**src/hdl/pesu_pkg.sv**
```systemverilog
package pesu_pkg;
    // ==========================================================
    // Register offsets on the model-specific register port
    localparam logic [11:0] OVF_STATUS_ADDR = 12'h38e;
    localparam logic [11:0] GLOBAL_EN_ADDR = 12'h38f;
    localparam logic [11:0] OVF_CLEAR_ADDR = 12'h390;
    localparam logic [11:0] SAMPLE_EN_ADDR = 12'h3f1;
    localparam logic [11:0] CAPS_ADDR = 12'h3e0;
    localparam logic [11:0] EVTSEL0_ADDR = 12'h3e1;
    localparam logic [11:0] COUNTER0_ADDR = 12'h3e2;
    localparam logic [11:0] DS_BASE_ADDR = 12'h3e3;
    localparam logic [11:0] DS_INDEX_ADDR = 12'h3e4;
    localparam logic [11:0] DS_MAX_ADDR = 12'h3e5;
    localparam logic [11:0] DS_THRESH_ADDR = 12'h3e6;
    localparam logic [11:0] DS_RELOAD_ADDR = 12'h3e7;
    // ==========================================================
    // Field positions
    localparam int CTR0_BIT = 0;
    localparam int BUF_OVF_BIT = 62;
    localparam int EVTSEL_INT_BIT = 20;
    localparam int EVTSEL_EN_BIT = 22;
    localparam int CAP_TRAP_BIT = 6;
    localparam int CAP_SAVE_BIT = 7;
    localparam int CAP_FMT_LSB = 8;
    localparam int MISC_AVAIL_BIT = 7;
    localparam int MISC_UNAVAIL_BIT = 12;
    // ==========================================================
    // Constants of the unit
    localparam int COUNTER_W = 40;
    localparam logic [3:0] RECORD_LAYOUT = 4'h0;
    localparam logic [7:0] PERFMON_VERSION = 8'h02;
    localparam int RECORD_WORDS = 18;
    localparam logic [63:0] RECORD_BYTES = 64'h0000_0000_0000_0090;
    localparam int FIFO_DEPTH = 16;
    localparam logic [7:0] EVT_LOAD_MISS = 8'hcb;
    localparam logic [7:0] EVT_BR_MISPRED = 8'hc5;
    localparam logic [7:0] EVT_SIMD = 8'hc7;
    localparam logic [7:0] UMASK_SIMD = 8'h1f;
    localparam logic [7:0] EVT_INSTR = 8'hc0;
    localparam logic [7:0] EVT_X87 = 8'hc1;
    localparam logic [7:0] UMASK_X87 = 8'hfe;

    typedef enum logic [3:0] {
        PESU_IDLE = 4'b0001,
        PESU_CAPTURE = 4'b0010,
        PESU_BRANCH = 4'b0100,
        PESU_IRQ = 4'b1000
    } pesu_state_t;
endpackage : pesu_pkg

```
**src/hdl/pesu_top.sv**
```systemverilog
`timescale 1ns/100ps
`default_nettype none

// ==========================================================
// Record FIFO between capture and memory writer
module pesu_fifo #(
    parameter int WIDTH = 128,
    parameter int DEPTH = 16
) (
    input wire logic clk,
    input wire logic rst,
    input wire logic in_valid,
    output logic in_ready,
    input wire logic [WIDTH-1:0] in_data,
    output logic out_valid,
    input wire logic out_ready,
    output logic [WIDTH-1:0] out_data
);
    localparam int AW = $clog2(DEPTH);
    logic [WIDTH-1:0] mem [DEPTH];
    logic [AW:0] wr_ptr_reg;
    logic [AW:0] rd_ptr_reg;
    logic do_wr;
    logic do_rd;

    assign in_ready = (wr_ptr_reg - rd_ptr_reg) != (AW+1)'(DEPTH);
    assign out_valid = wr_ptr_reg != rd_ptr_reg;
    assign out_data = mem[rd_ptr_reg[AW-1:0]];
    assign do_wr = in_valid && in_ready;
    assign do_rd = out_valid && out_ready;

    always_ff @(posedge clk or posedge rst) begin
        if (rst) begin
            wr_ptr_reg <= '0;
            rd_ptr_reg <= '0;
        end else begin
            if (do_wr) begin
                wr_ptr_reg <= wr_ptr_reg + 1'b1;
            end
            if (do_rd) begin
                rd_ptr_reg <= rd_ptr_reg + 1'b1;
            end
        end
    end

    always_ff @(posedge clk) begin
        if (do_wr) begin
            mem[wr_ptr_reg[AW-1:0]] <= in_data;
        end
    end
endmodule : pesu_fifo

// ==========================================================
// Precise event sampling unit on counter zero
module pesu_top #(
    parameter bit TRAP_LIKE = 1'b1
) (
    // Clock and reset
    input wire logic CLK,
    input wire logic RST,
    // Model-specific register port
    input wire logic MSR_REQ,
    input wire logic MSR_WE,
    input wire logic [11:0] MSR_ADDR,
    input wire logic [63:0] MSR_WDATA,
    output logic [63:0] MSR_RDATA,
    output logic MSR_ACK,
    output logic MSR_ERR,
    // Retirement events from the core
    input wire logic EVT_HIT,
    input wire logic EVT_RETIRED,
    input wire logic [7:0] EVT_CODE,
    input wire logic [7:0] EVT_UMASK,
    input wire logic INSN_DONE,
    output logic INSN_HOLD,
    // Architectural state read port
    output logic [4:0] ARCH_SEL,
    input wire logic [63:0] ARCH_WORD,
    // Branch-trace store sequencing
    input wire logic BTS_REQ,
    output logic BTS_GRANT,
    input wire logic BTS_DONE,
    // Debug-store memory writes
    output logic DS_WVALID,
    input wire logic DS_WREADY,
    output logic [63:0] DS_WADDR,
    output logic [63:0] DS_WDATA,
    // Miscellaneous
    input wire logic FREEZE_ON_INTERRUPT,
    output logic [63:0] MISC_FEATURE_ENABLES,
    output logic PERF_MONITOR_INTERRUPT
);
    typedef struct packed {
        pesu_pkg::pesu_state_t state;
        logic [63:0] status;
        logic [63:0] global_en;
        logic [63:0] sample_en;
        logic [63:0] evtsel0;
        logic [pesu_pkg::COUNTER_W-1:0] counter0;
        logic [63:0] ds_base;
        logic [63:0] ds_index;
        logic [63:0] ds_max;
        logic [63:0] ds_thresh;
        logic [63:0] ds_reload;
        logic pending;
        logic bts_seen;
        logic [4:0] word;
        logic [63:0] rdata;
        logic ack;
        logic err;
        logic irq;
    } pesu_regs_t;

    pesu_regs_t r_reg;
    pesu_regs_t r_next;
    logic [63:0] caps;
    logic fifo_ready;
    logic fifo_valid;
    logic [127:0] fifo_out;
    logic push;
    logic [63:0] push_addr;
    logic sel_ok;
    logic counting;
    logic armed;

    // Only events that the retirement tagging makes exact may be sampled
    function automatic logic pesu_precise_ok(input logic [7:0] code, input logic [7:0] umask);
        logic ok;
        ok = 1'b0;
        unique case (code)
            pesu_pkg::EVT_LOAD_MISS: ok = umask inside {8'h01, 8'h02, 8'h04, 8'h08, 8'h10};
            pesu_pkg::EVT_BR_MISPRED: ok = umask == 8'h00;
            pesu_pkg::EVT_SIMD: ok = umask == pesu_pkg::UMASK_SIMD;
            pesu_pkg::EVT_INSTR: ok = umask == 8'h00;
            pesu_pkg::EVT_X87: ok = umask == pesu_pkg::UMASK_X87;
            default: ok = 1'b0;
        endcase
        return ok;
    endfunction : pesu_precise_ok

    // ==========================================================
    // Constant capability and feature words
    always_comb begin
        caps = '0;
        caps[pesu_pkg::CAP_TRAP_BIT] = TRAP_LIKE;
        caps[pesu_pkg::CAP_SAVE_BIT] = 1'b1;
        caps[pesu_pkg::CAP_FMT_LSB +: 4] = pesu_pkg::RECORD_LAYOUT;
        caps[63:56] = pesu_pkg::PERFMON_VERSION;
        MISC_FEATURE_ENABLES = '0;
        MISC_FEATURE_ENABLES[pesu_pkg::MISC_AVAIL_BIT] = 1'b1;
        MISC_FEATURE_ENABLES[pesu_pkg::MISC_UNAVAIL_BIT] = 1'b0;
    end

    assign sel_ok = pesu_precise_ok(r_reg.evtsel0[7:0], r_reg.evtsel0[15:8]);
    assign counting = r_reg.global_en[pesu_pkg::CTR0_BIT] && r_reg.evtsel0[pesu_pkg::EVTSEL_EN_BIT];
    assign armed = r_reg.sample_en[pesu_pkg::CTR0_BIT] && sel_ok;
    assign push_addr = r_reg.ds_base + r_reg.ds_index + {56'h0, r_reg.word, 3'b000};
    assign push = r_reg.state == pesu_pkg::PESU_CAPTURE && fifo_ready;
    assign ARCH_SEL = r_reg.word;
    // Fault-like capture stalls completion so the state precedes the sampled instruction
    assign INSN_HOLD = !TRAP_LIKE && r_reg.state == pesu_pkg::PESU_CAPTURE;
    assign BTS_GRANT = r_reg.state == pesu_pkg::PESU_BRANCH;
    assign DS_WVALID = fifo_valid;
    assign DS_WADDR = fifo_out[127:64];
    assign DS_WDATA = fifo_out[63:0];
    assign MSR_RDATA = r_reg.rdata;
    assign MSR_ACK = r_reg.ack;
    assign MSR_ERR = r_reg.err;
    assign PERF_MONITOR_INTERRUPT = r_reg.irq;

    pesu_fifo #(
        .WIDTH(128),
        .DEPTH(pesu_pkg::FIFO_DEPTH)
    ) u_fifo (
        .clk(CLK),
        .rst(RST),
        .in_valid(r_reg.state == pesu_pkg::PESU_CAPTURE),
        .in_ready(fifo_ready),
        .in_data({push_addr, ARCH_WORD}),
        .out_valid(fifo_valid),
        .out_ready(DS_WREADY),
        .out_data(fifo_out)
    );

    // ==========================================================
    // Next-state logic
    always_comb begin
        logic wrap_pending;
        wrap_pending = 1'b0;
        r_next = r_reg;
        r_next.ack = 1'b0;
        r_next.err = 1'b0;
        r_next.irq = 1'b0;
        if (BTS_REQ) begin
            r_next.bts_seen = 1'b1;
        end

        // Counting of tagged retirements only
        if (counting && EVT_HIT && EVT_RETIRED && EVT_CODE == r_reg.evtsel0[7:0]
                && EVT_UMASK == r_reg.evtsel0[15:8]) begin
            r_next.counter0 = r_reg.counter0 + 1'b1;
            if (&r_reg.counter0) begin
                r_next.status[pesu_pkg::CTR0_BIT] = 1'b1;
                if (armed) begin
                    r_next.pending = 1'b1;
                    wrap_pending = 1'b1;
                end else if (r_reg.evtsel0[pesu_pkg::EVTSEL_INT_BIT]) begin
                    r_next.irq = 1'b1;
                end
            end
        end

        unique case (r_reg.state)
            pesu_pkg::PESU_IDLE: begin
                // Trap-like waits for the next eventing instruction to finish
                if (r_reg.pending && armed && EVT_HIT && EVT_RETIRED
                        && (!TRAP_LIKE || INSN_DONE)) begin
                    r_next.state = pesu_pkg::PESU_CAPTURE;
                    r_next.word = '0;
                    // A wrap in the launch cycle must not be lost: it arms the next sample
                    r_next.pending = wrap_pending;
                end
            end
            pesu_pkg::PESU_CAPTURE: begin
                if (r_reg.ds_index >= r_reg.ds_max) begin
                    // Buffer full: record dropped, but word 0 is still pushed into the FIFO for address ds_base + ds_index
                    r_next.state = pesu_pkg::PESU_BRANCH;
                end else if (push) begin
                    r_next.word = r_reg.word + 1'b1;
                    if (r_reg.word == 5'(pesu_pkg::RECORD_WORDS - 1)) begin
                        r_next.state = pesu_pkg::PESU_BRANCH;
                        r_next.ds_index = r_reg.ds_index + pesu_pkg::RECORD_BYTES;
                        r_next.counter0 = r_reg.ds_reload[pesu_pkg::COUNTER_W-1:0];
                        r_next.status[pesu_pkg::CTR0_BIT] = 1'b0;
                        r_next.status[pesu_pkg::BUF_OVF_BIT] = 1'b1;
                    end
                end
            end
            pesu_pkg::PESU_BRANCH: begin
                // Branch-trace record may only follow the finished sample
                if (!r_reg.bts_seen && !BTS_REQ || BTS_DONE) begin
                    r_next.bts_seen = 1'b0;
                    r_next.state = pesu_pkg::PESU_IRQ;
                end
            end
            pesu_pkg::PESU_IRQ: begin
                r_next.state = pesu_pkg::PESU_IDLE;
                if (r_reg.ds_index >= r_reg.ds_thresh) begin
                    r_next.irq = 1'b1;
                    if (FREEZE_ON_INTERRUPT) begin
                        r_next.global_en = '0;
                    end
                end
            end
        endcase

        // Register port; writes land after hardware updates so software wins only
        // where it owns the field, while overflow clear never hides a new overflow on a bit that was still clear before this cycle
        if (MSR_REQ) begin
            r_next.ack = 1'b1;
            r_next.rdata = '0;
            unique case (MSR_ADDR)
                pesu_pkg::OVF_STATUS_ADDR: begin
                    r_next.rdata = r_reg.status;
                    r_next.err = MSR_WE;
                end
                pesu_pkg::GLOBAL_EN_ADDR: begin
                    r_next.rdata = r_reg.global_en;
                    if (MSR_WE) begin
                        r_next.global_en = MSR_WDATA;
                    end
                end
                pesu_pkg::OVF_CLEAR_ADDR: begin
                    if (MSR_WE) begin
                        r_next.status = r_next.status & ~(MSR_WDATA & r_reg.status);
                    end
                end
                pesu_pkg::SAMPLE_EN_ADDR: begin
                    r_next.rdata = r_reg.sample_en;
                    if (MSR_WE) begin
                        r_next.sample_en = {63'h0, MSR_WDATA[pesu_pkg::CTR0_BIT]};
                    end
                end
                pesu_pkg::CAPS_ADDR: begin
                    r_next.rdata = caps;
                    r_next.err = MSR_WE;
                end
                pesu_pkg::EVTSEL0_ADDR: begin
                    r_next.rdata = r_reg.evtsel0;
                    if (MSR_WE) begin
                        r_next.evtsel0 = MSR_WDATA;
                    end
                end
                pesu_pkg::COUNTER0_ADDR: begin
                    r_next.rdata = {24'h0, r_reg.counter0};
                    if (MSR_WE) begin
                        r_next.counter0 = MSR_WDATA[pesu_pkg::COUNTER_W-1:0];
                    end
                end
                pesu_pkg::DS_BASE_ADDR: begin
                    r_next.rdata = r_reg.ds_base;
                    if (MSR_WE) begin
                        r_next.ds_base = MSR_WDATA;
                    end
                end
                pesu_pkg::DS_INDEX_ADDR: begin
                    r_next.rdata = r_reg.ds_index;
                    if (MSR_WE) begin
                        r_next.ds_index = MSR_WDATA;
                    end
                end
                pesu_pkg::DS_MAX_ADDR: begin
                    r_next.rdata = r_reg.ds_max;
                    if (MSR_WE) begin
                        r_next.ds_max = MSR_WDATA;
                    end
                end
                pesu_pkg::DS_THRESH_ADDR: begin
                    r_next.rdata = r_reg.ds_thresh;
                    if (MSR_WE) begin
                        r_next.ds_thresh = MSR_WDATA;
                    end
                end
                pesu_pkg::DS_RELOAD_ADDR: begin
                    r_next.rdata = r_reg.ds_reload;
                    if (MSR_WE) begin
                        r_next.ds_reload = MSR_WDATA;
                    end
                end
                default: begin
                    r_next.err = 1'b1;
                end
            endcase
        end
    end

    // ==========================================================
    // State register
    always_ff @(posedge CLK or posedge RST) begin
        if (RST) begin
            r_reg <= '0;
            r_reg.state <= pesu_pkg::PESU_IDLE;
        end else begin
            r_reg <= r_next;
        end
    end
endmodule : pesu_top

`default_nettype wire

```
**config.mk**
```make
export PLATFORM = sky130hd
export DESIGN_NAME = pesu_top
export DESIGN_NICKNAME = d
export VERILOG_FILES = /design/src/hdl/pesu_pkg.sv /design/src/hdl/pesu_top.sv
export SDC_FILE = /design/constraint.sdc
export NUM_CORES = 2
export LEC_CHECK = 0
export BUFFER_PORTS_ARGS = -buffer_cell sky130_fd_sc_hd__buf_2
export CAP_MARGIN = 15
export CORE_UTILIZATION = 36
export DETAILED_ROUTE_END_ITERATION = 16
export HOLD_SLACK_MARGIN = 0.1
export PLACE_DENSITY = 0.62
export SYNTH_ARGS = -nofsm -noshare
export SYNTH_HDL_FRONTEND = slang
export SYNTH_HIERARCHICAL = 1
export SYNTH_SLANG_ARGS = --single-unit
```
**constraint.sdc**
```tcl
create_clock -name CLK -period 21.1 [get_ports CLK]
set_input_delay 4.22 -clock CLK [delete_from_list [all_inputs] [get_ports CLK]]
set_output_delay 4.22 -clock CLK [all_outputs]
set_load 0.05 [all_outputs]
```
After elaboration in Yosys (flattened, before gate mapping). Memories as Yosys holds them, arrays and structs flattened. Cells that the tools add are included.

Register bits: 641. RAM bits: 2048. Input port bits: 167. Output and inout bits: 267. Word-level logic and storage cells: 182. Memories kept: 1.

Memory list: u_fifo.mem (depth 16, bits a word 128, rd ports 1, clocked after Yosys merged registers in 0, write ports 1, RTL line pesu_top.sv:20) `logic [WIDTH-1:0] mem [DEPTH];`.

Add/sub/neg operators: 8. Magnitude comparators: 2. Equal/unequal tests: 39. Muxes and demuxes: 76. Bitwise logic cells: 3. Reductions and logical operators: 32.

Operators with widths (number): 2-to-1 mux 64 bit (22); case mux 64 bit (11 select lines) (1); 2-to-1 mux 615 bit (1); 2-to-1 mux 40 bit (7); == test 12 x 10 -> 1 bit, second input constant (12); bitwise AND 64 bit (2); greater-or-equal comparator 64 bit (2); 2-to-1 mux 63 bit (2); adder 64 bit (1); adder 64 x 8 -> 64 bit (1); adder 64 x 8 -> 64 bit, second input constant (1); inverter 64 bit (1); == test 8 bit, second input constant (6); adder 40 x 1 -> 40 bit, second input constant (1); AND reduction 40 bit (1); 2-to-1 mux 1 bit (30); AND reduction 3 bit (7); 2-to-1 mux 4 bit (5); == test 8 x 5 -> 1 bit, second input constant (2); == test 8 bit (2); case mux 4 bit (4 select lines) (1); adder 5 x 1 -> 5 bit, second input constant (3); 2-to-1 mux 5 bit (3); logical AND 1 bit (13); 27 further kinds (33).

Logic depth before layout (Yosys ltp).
Depth in word-level cells: 14. Gate-level depth with buffers: 22. Mapped depth without buffers: 16.

Hierarchy. The synthesis kept the hierarchy.

Modules (own cells, without submodules): pesu_fifo (instances 1, cells each 3636, area an instance 78656.7 um2, sequential area each 61749.2 um2); pesu_top (instances 1, cells each 3812, area an instance 37606.1 um2, sequential area each 15791.4 um2).

Worst setup path before layout. No wires, ideal clock.

Kind: flip-flop to flip-flop. Start: register u_fifo.rd_ptr_reg[2]. End: memory u_fifo.mem[0][0], enable pin. Library setup time: 0.929 ns. Arrival time: 14.095 ns. Data required time: 20.171 ns. Slack: 6.077 ns. Cell stages (with the launch flop): 11. Buffers on the path: 3. Clock period less this slack: 15.023 ns. Path through: dfrtp_1 buf_2 buf_2 inv_1 clkbuf_1 ha_1 a21oi_1 a21bo_2 xor2_4 a21oi_2 nor4_1.

Longest elaborated chain between the ends: 5.

Ends and longest elaborated chain: start: declaration (RTL line pesu_top.sv:22) `logic [AW:0] rd_ptr_reg;`; start signal: assignment (RTL line pesu_top.sv:41) `rd_ptr_reg <= rd_ptr_reg + 1'b1;`; subtractor 5 bit (RTL line pesu_top.sv:26) `assign in_ready = (wr_ptr_reg - rd_ptr_reg) != (AW+1)'(DEPTH);`; inequality test 5 bit (RTL line pesu_top.sv:26); logical AND 1 bit (RTL line pesu_top.sv:29) `assign do_wr = in_valid && in_ready;`; 2-to-1 mux 1 bit (RTL line pesu_top.sv:47) `if (do_wr) begin`; 2-to-1 mux 1 bit (implied by the code) (RTL line pesu_top.sv:48) `mem[wr_ptr_reg[AW-1:0]] <= in_data;`; end: declaration (RTL line pesu_top.sv:20).

Every way passes these cells.

Worst setup path in the final report.
Start: register u_fifo.rd_ptr_reg[0]. End: output port DS_WADDR[18].

Longest elaborated chain between the ends: 1.

Ends and longest elaborated chain: memory (16 x 128 bit); end: declaration (RTL line pesu_top.sv:86) `output logic [63:0] DS_WADDR,`.

Every way passes these cells.

==> results.cfg <==
[outcome]
status = finished clean

[routing]
drc = 0
wl_per_cell_um = 27.1
routed_wirelength_mm = 332
via_count = 69300
drt-initial-drc-count = 7795
vias_per_cell = 5.65
ant_nets = 0
drt-pass1-iter-count = 9

[power]
ir_worst_vdd_mv = 0.117
p_per_area_nw_per_um2 = 130
leakagePower_nw = 47.4

[timing]
skew_ps = 84.9
final_hold_viol_count = 0
drv_slew = 0
max_freq_mhz = 98.2
period_minus_slack_ps = 10190
relSlewSlack_pct = 20.0
period_share_pct = 48.3
worst_slack_ps = 10910
worst_pin_slew_ps = 1200
finalSetupViolCount = 0
setup_tns_ps = 0
grt_setup_unrepaired = false

[floorplanning]
ios = 434
dieArea_um2 = 325000
start_util_pct = 36.2
rows = 208
core_um2 = 321000
die_w_um = 570
die_h_um = 570

[logic_synthesis]
synth_cells = 7448
yosys_warnings = 6
ys.flop_type = edfxtp_1
ys_ff_latch = 2689
syn-cell-area_um2 = 116000
syn_avg_cell_area_um2 = 15.6
async_flop_share_pct = 23.8
seq_area_frac_synth_pct = 66.7
synth_edf_count = 2048
synthDistinctLibCells = 94

[clock_tree]
holdBufCountCts = 0
cts-root-buf = clkbuf_16
clk_path_buf_depth = 4
post_cts_buffers = 0
htree_levels = 5
cts_sinks = 2689
insertion_delay_ps = 870
cts_made_buffers = 284
cts_tree = done
path_clk_slew_ps = 70
cts_resized = 0

[grt]
grt_max_degree = 149
gr-total-overflow = 0
grt_first_pass_wirelength_mm = 480
track_usage_pct = 20.0
antenna_found_initial = 53
grt_pass1_vias = 68800

[place]
place_congestion = 0.854
pre_cts_slack_ps = 11470
dp_hpwl_mm = 188
port_buffers = 368

[finish]
seq_area_um2 = 77600
synthToLayoutAreaGrowth_pct = 12.7
largest_register_ffs = 2048
multi_input_area_um2 = 35400
nets = 8179
nFillCells = 29100
layout-drive-gt1-share_pct = 22.3

[worst_setup_path]
cpMaxStageDelayCell = dfrtp_4
slowest_delay_ps = 980
cp_max_fo = 48
crit_path_start_kind = register
path_cells = buf_4 -> buf_4 -> buf_4 -> mux4_2 -> nand2_1 -> and3_1 -> a31oi_1 -> buf_2
path_buf_inv = 4
cpMostUsedCell = buf_4
cp.arrival_ps = 5970
required_ps = 16880
cp_top_family = buffers and inverters
worstSetupPathType = register to output pin
end_kind = output pin

[worst_hold_path]
worstHoldPathType = register to register

[flow_run]
maxCapViolations = 0
placed cells by master (no fill, tap or decap), types with 65 or more instances in the layout:
master     synthesis  routed
dfrtp_1          640     636
a31oi_1          165     165
xnor2_1           78      76
nand2_1          925     923
a221oi_1          69      69
conb_1             2      65
o21ai_0          215     215
inv_1            167     163
nor2_1           196     187
xor2_1           100      96
buf_4            162     150
ha_1             261     261
nand4_1           87      87
a21oi_1          229     228
buf_2             38     367
edfxtp_1        2048    2048
a21o_1            95      95
mux2_2           262     262
and3_1           166     166
mux4_2           512     512
clkbuf_16          0     289
final timing paths:
kind | cells past startpoint | start | to | slack (ps)
min reg2reg | 1 | r_reg[688]$_DFF_PP0_ | r_reg[688]$_DFF_PP0_ | 500
min in group asynchronous | 2 | RST | u_fifo/wr_ptr_reg[3]$_DFFE_PP0P_ | 3590
max | 8 | u_fifo/rd_ptr_reg[0]$_DFFE_PP0P_ | DS_WADDR[18] | 10910
max reg2reg | 15 | u_fifo/rd_ptr_reg[3]$_DFFE_PP0P_ | r_reg[307]$_DFF_PP0_ | 13900
min | 1 | r_reg[688]$_DFF_PP0_ | r_reg[688]$_DFF_PP0_ | 500
max in group asynchronous | 5 | RST | MSR_RDATA[19]$_DFFE_PP0P_ | 14580
per-stage QoR:
step | power (mW) | cell area, um^2 | util, % | cells | hold slack (ps)
floorplan | 10.7 | 117000 | - | 7511 | 458
global placement | 12.3 | 122000 | 38.0 | 11800 | 481
detailed placement | 12.4 | 122000 | 38.0 | 11800 | 486
CTS | 17.2 | 131000 | 40.7 | 12200 | 493
global route | 17.7 | 131000 | 40.8 | 12200 | 518
finish | 17.0 | 131000 | 40.8 | 12300 | 500
Yosys cell counts, drive strengths merged, types with 24 or more instances:
library cell  instances  area (um^2)
xor2                101          903
mux4                512        11500
ha                  261         3270
and3                169         1060
edfxtp             2048        61500
a222oi               62          621
o21ai               217         1090
a41oi                40          350
mux2                263         2960
nor2                197          742
nand4                88          557
a21boi               64          480
a21oi               230         1150
a22oi                40          305
inv                 168          631
clkbuf              316         1230
a31oi               165         1030
xnor2                78          683
nand3                63          320
nand2               925         3470
a22o                 40          350
nor3                 47          240
a21o                 95          713
and2                 24          151
a221oi               69          604
mux2i                53          531
dfrtp               640        16000
buf                 268         2020
logic make-up (layout without fill, tap and decap cells):
kind of cell	after synthesis	in the layout	synth area share, %
flops	2689	2689	66.7
simple gates	1606	1606	6.22
compound gates	1124	1124	6.53
mux	828	828	12.9
buf+inv	753	1181	3.35
fa+ha+maj	267	267	2.91
xor+xnor	179	179	1.36
other cells	2	87	0.00646
area by class of cell:
cell class	count	share of cell area [%]
sequential	2689	59.2
multi-input combinational	4069	27.0
clock buffer	359	5.79
tap	4305	4.11
timing repair buffer	533	2.49
clock inverter	121	0.901
inverter	168	0.494
antenna	22	0.0420
power breakdown:
| group | total, mW | switching (mW) | internal, mW |
|---|---|---|---|
| combinational | 5.42 | 3.72 | 1.70 |
| sequential | 6.78 | 0.199 | 6.58 |
| clock | 4.81 | 2.06 | 2.75 |
| total | 17.0 | 5.99 | 11.0 |
routing by layer:
| metal | part of all wire [%] | vias up | GRT usage, % | wire length, um |
|---|---|---|---|---|
| li1 | - | 29200 | - | - |
| met1 | 42 | 36400 | 28.0 | 141000 |
| met2 | 47 | 3058 | 31.8 | 154000 |
| met3 | 8.4 | 561 | 3.85 | 27800 |
| met4 | 2.6 | 42 | 5.21 | 8550 |
| met5 | 0.073 | - | 0 | 241 |
Note: power is estimated with default switching activity, not from simulation.
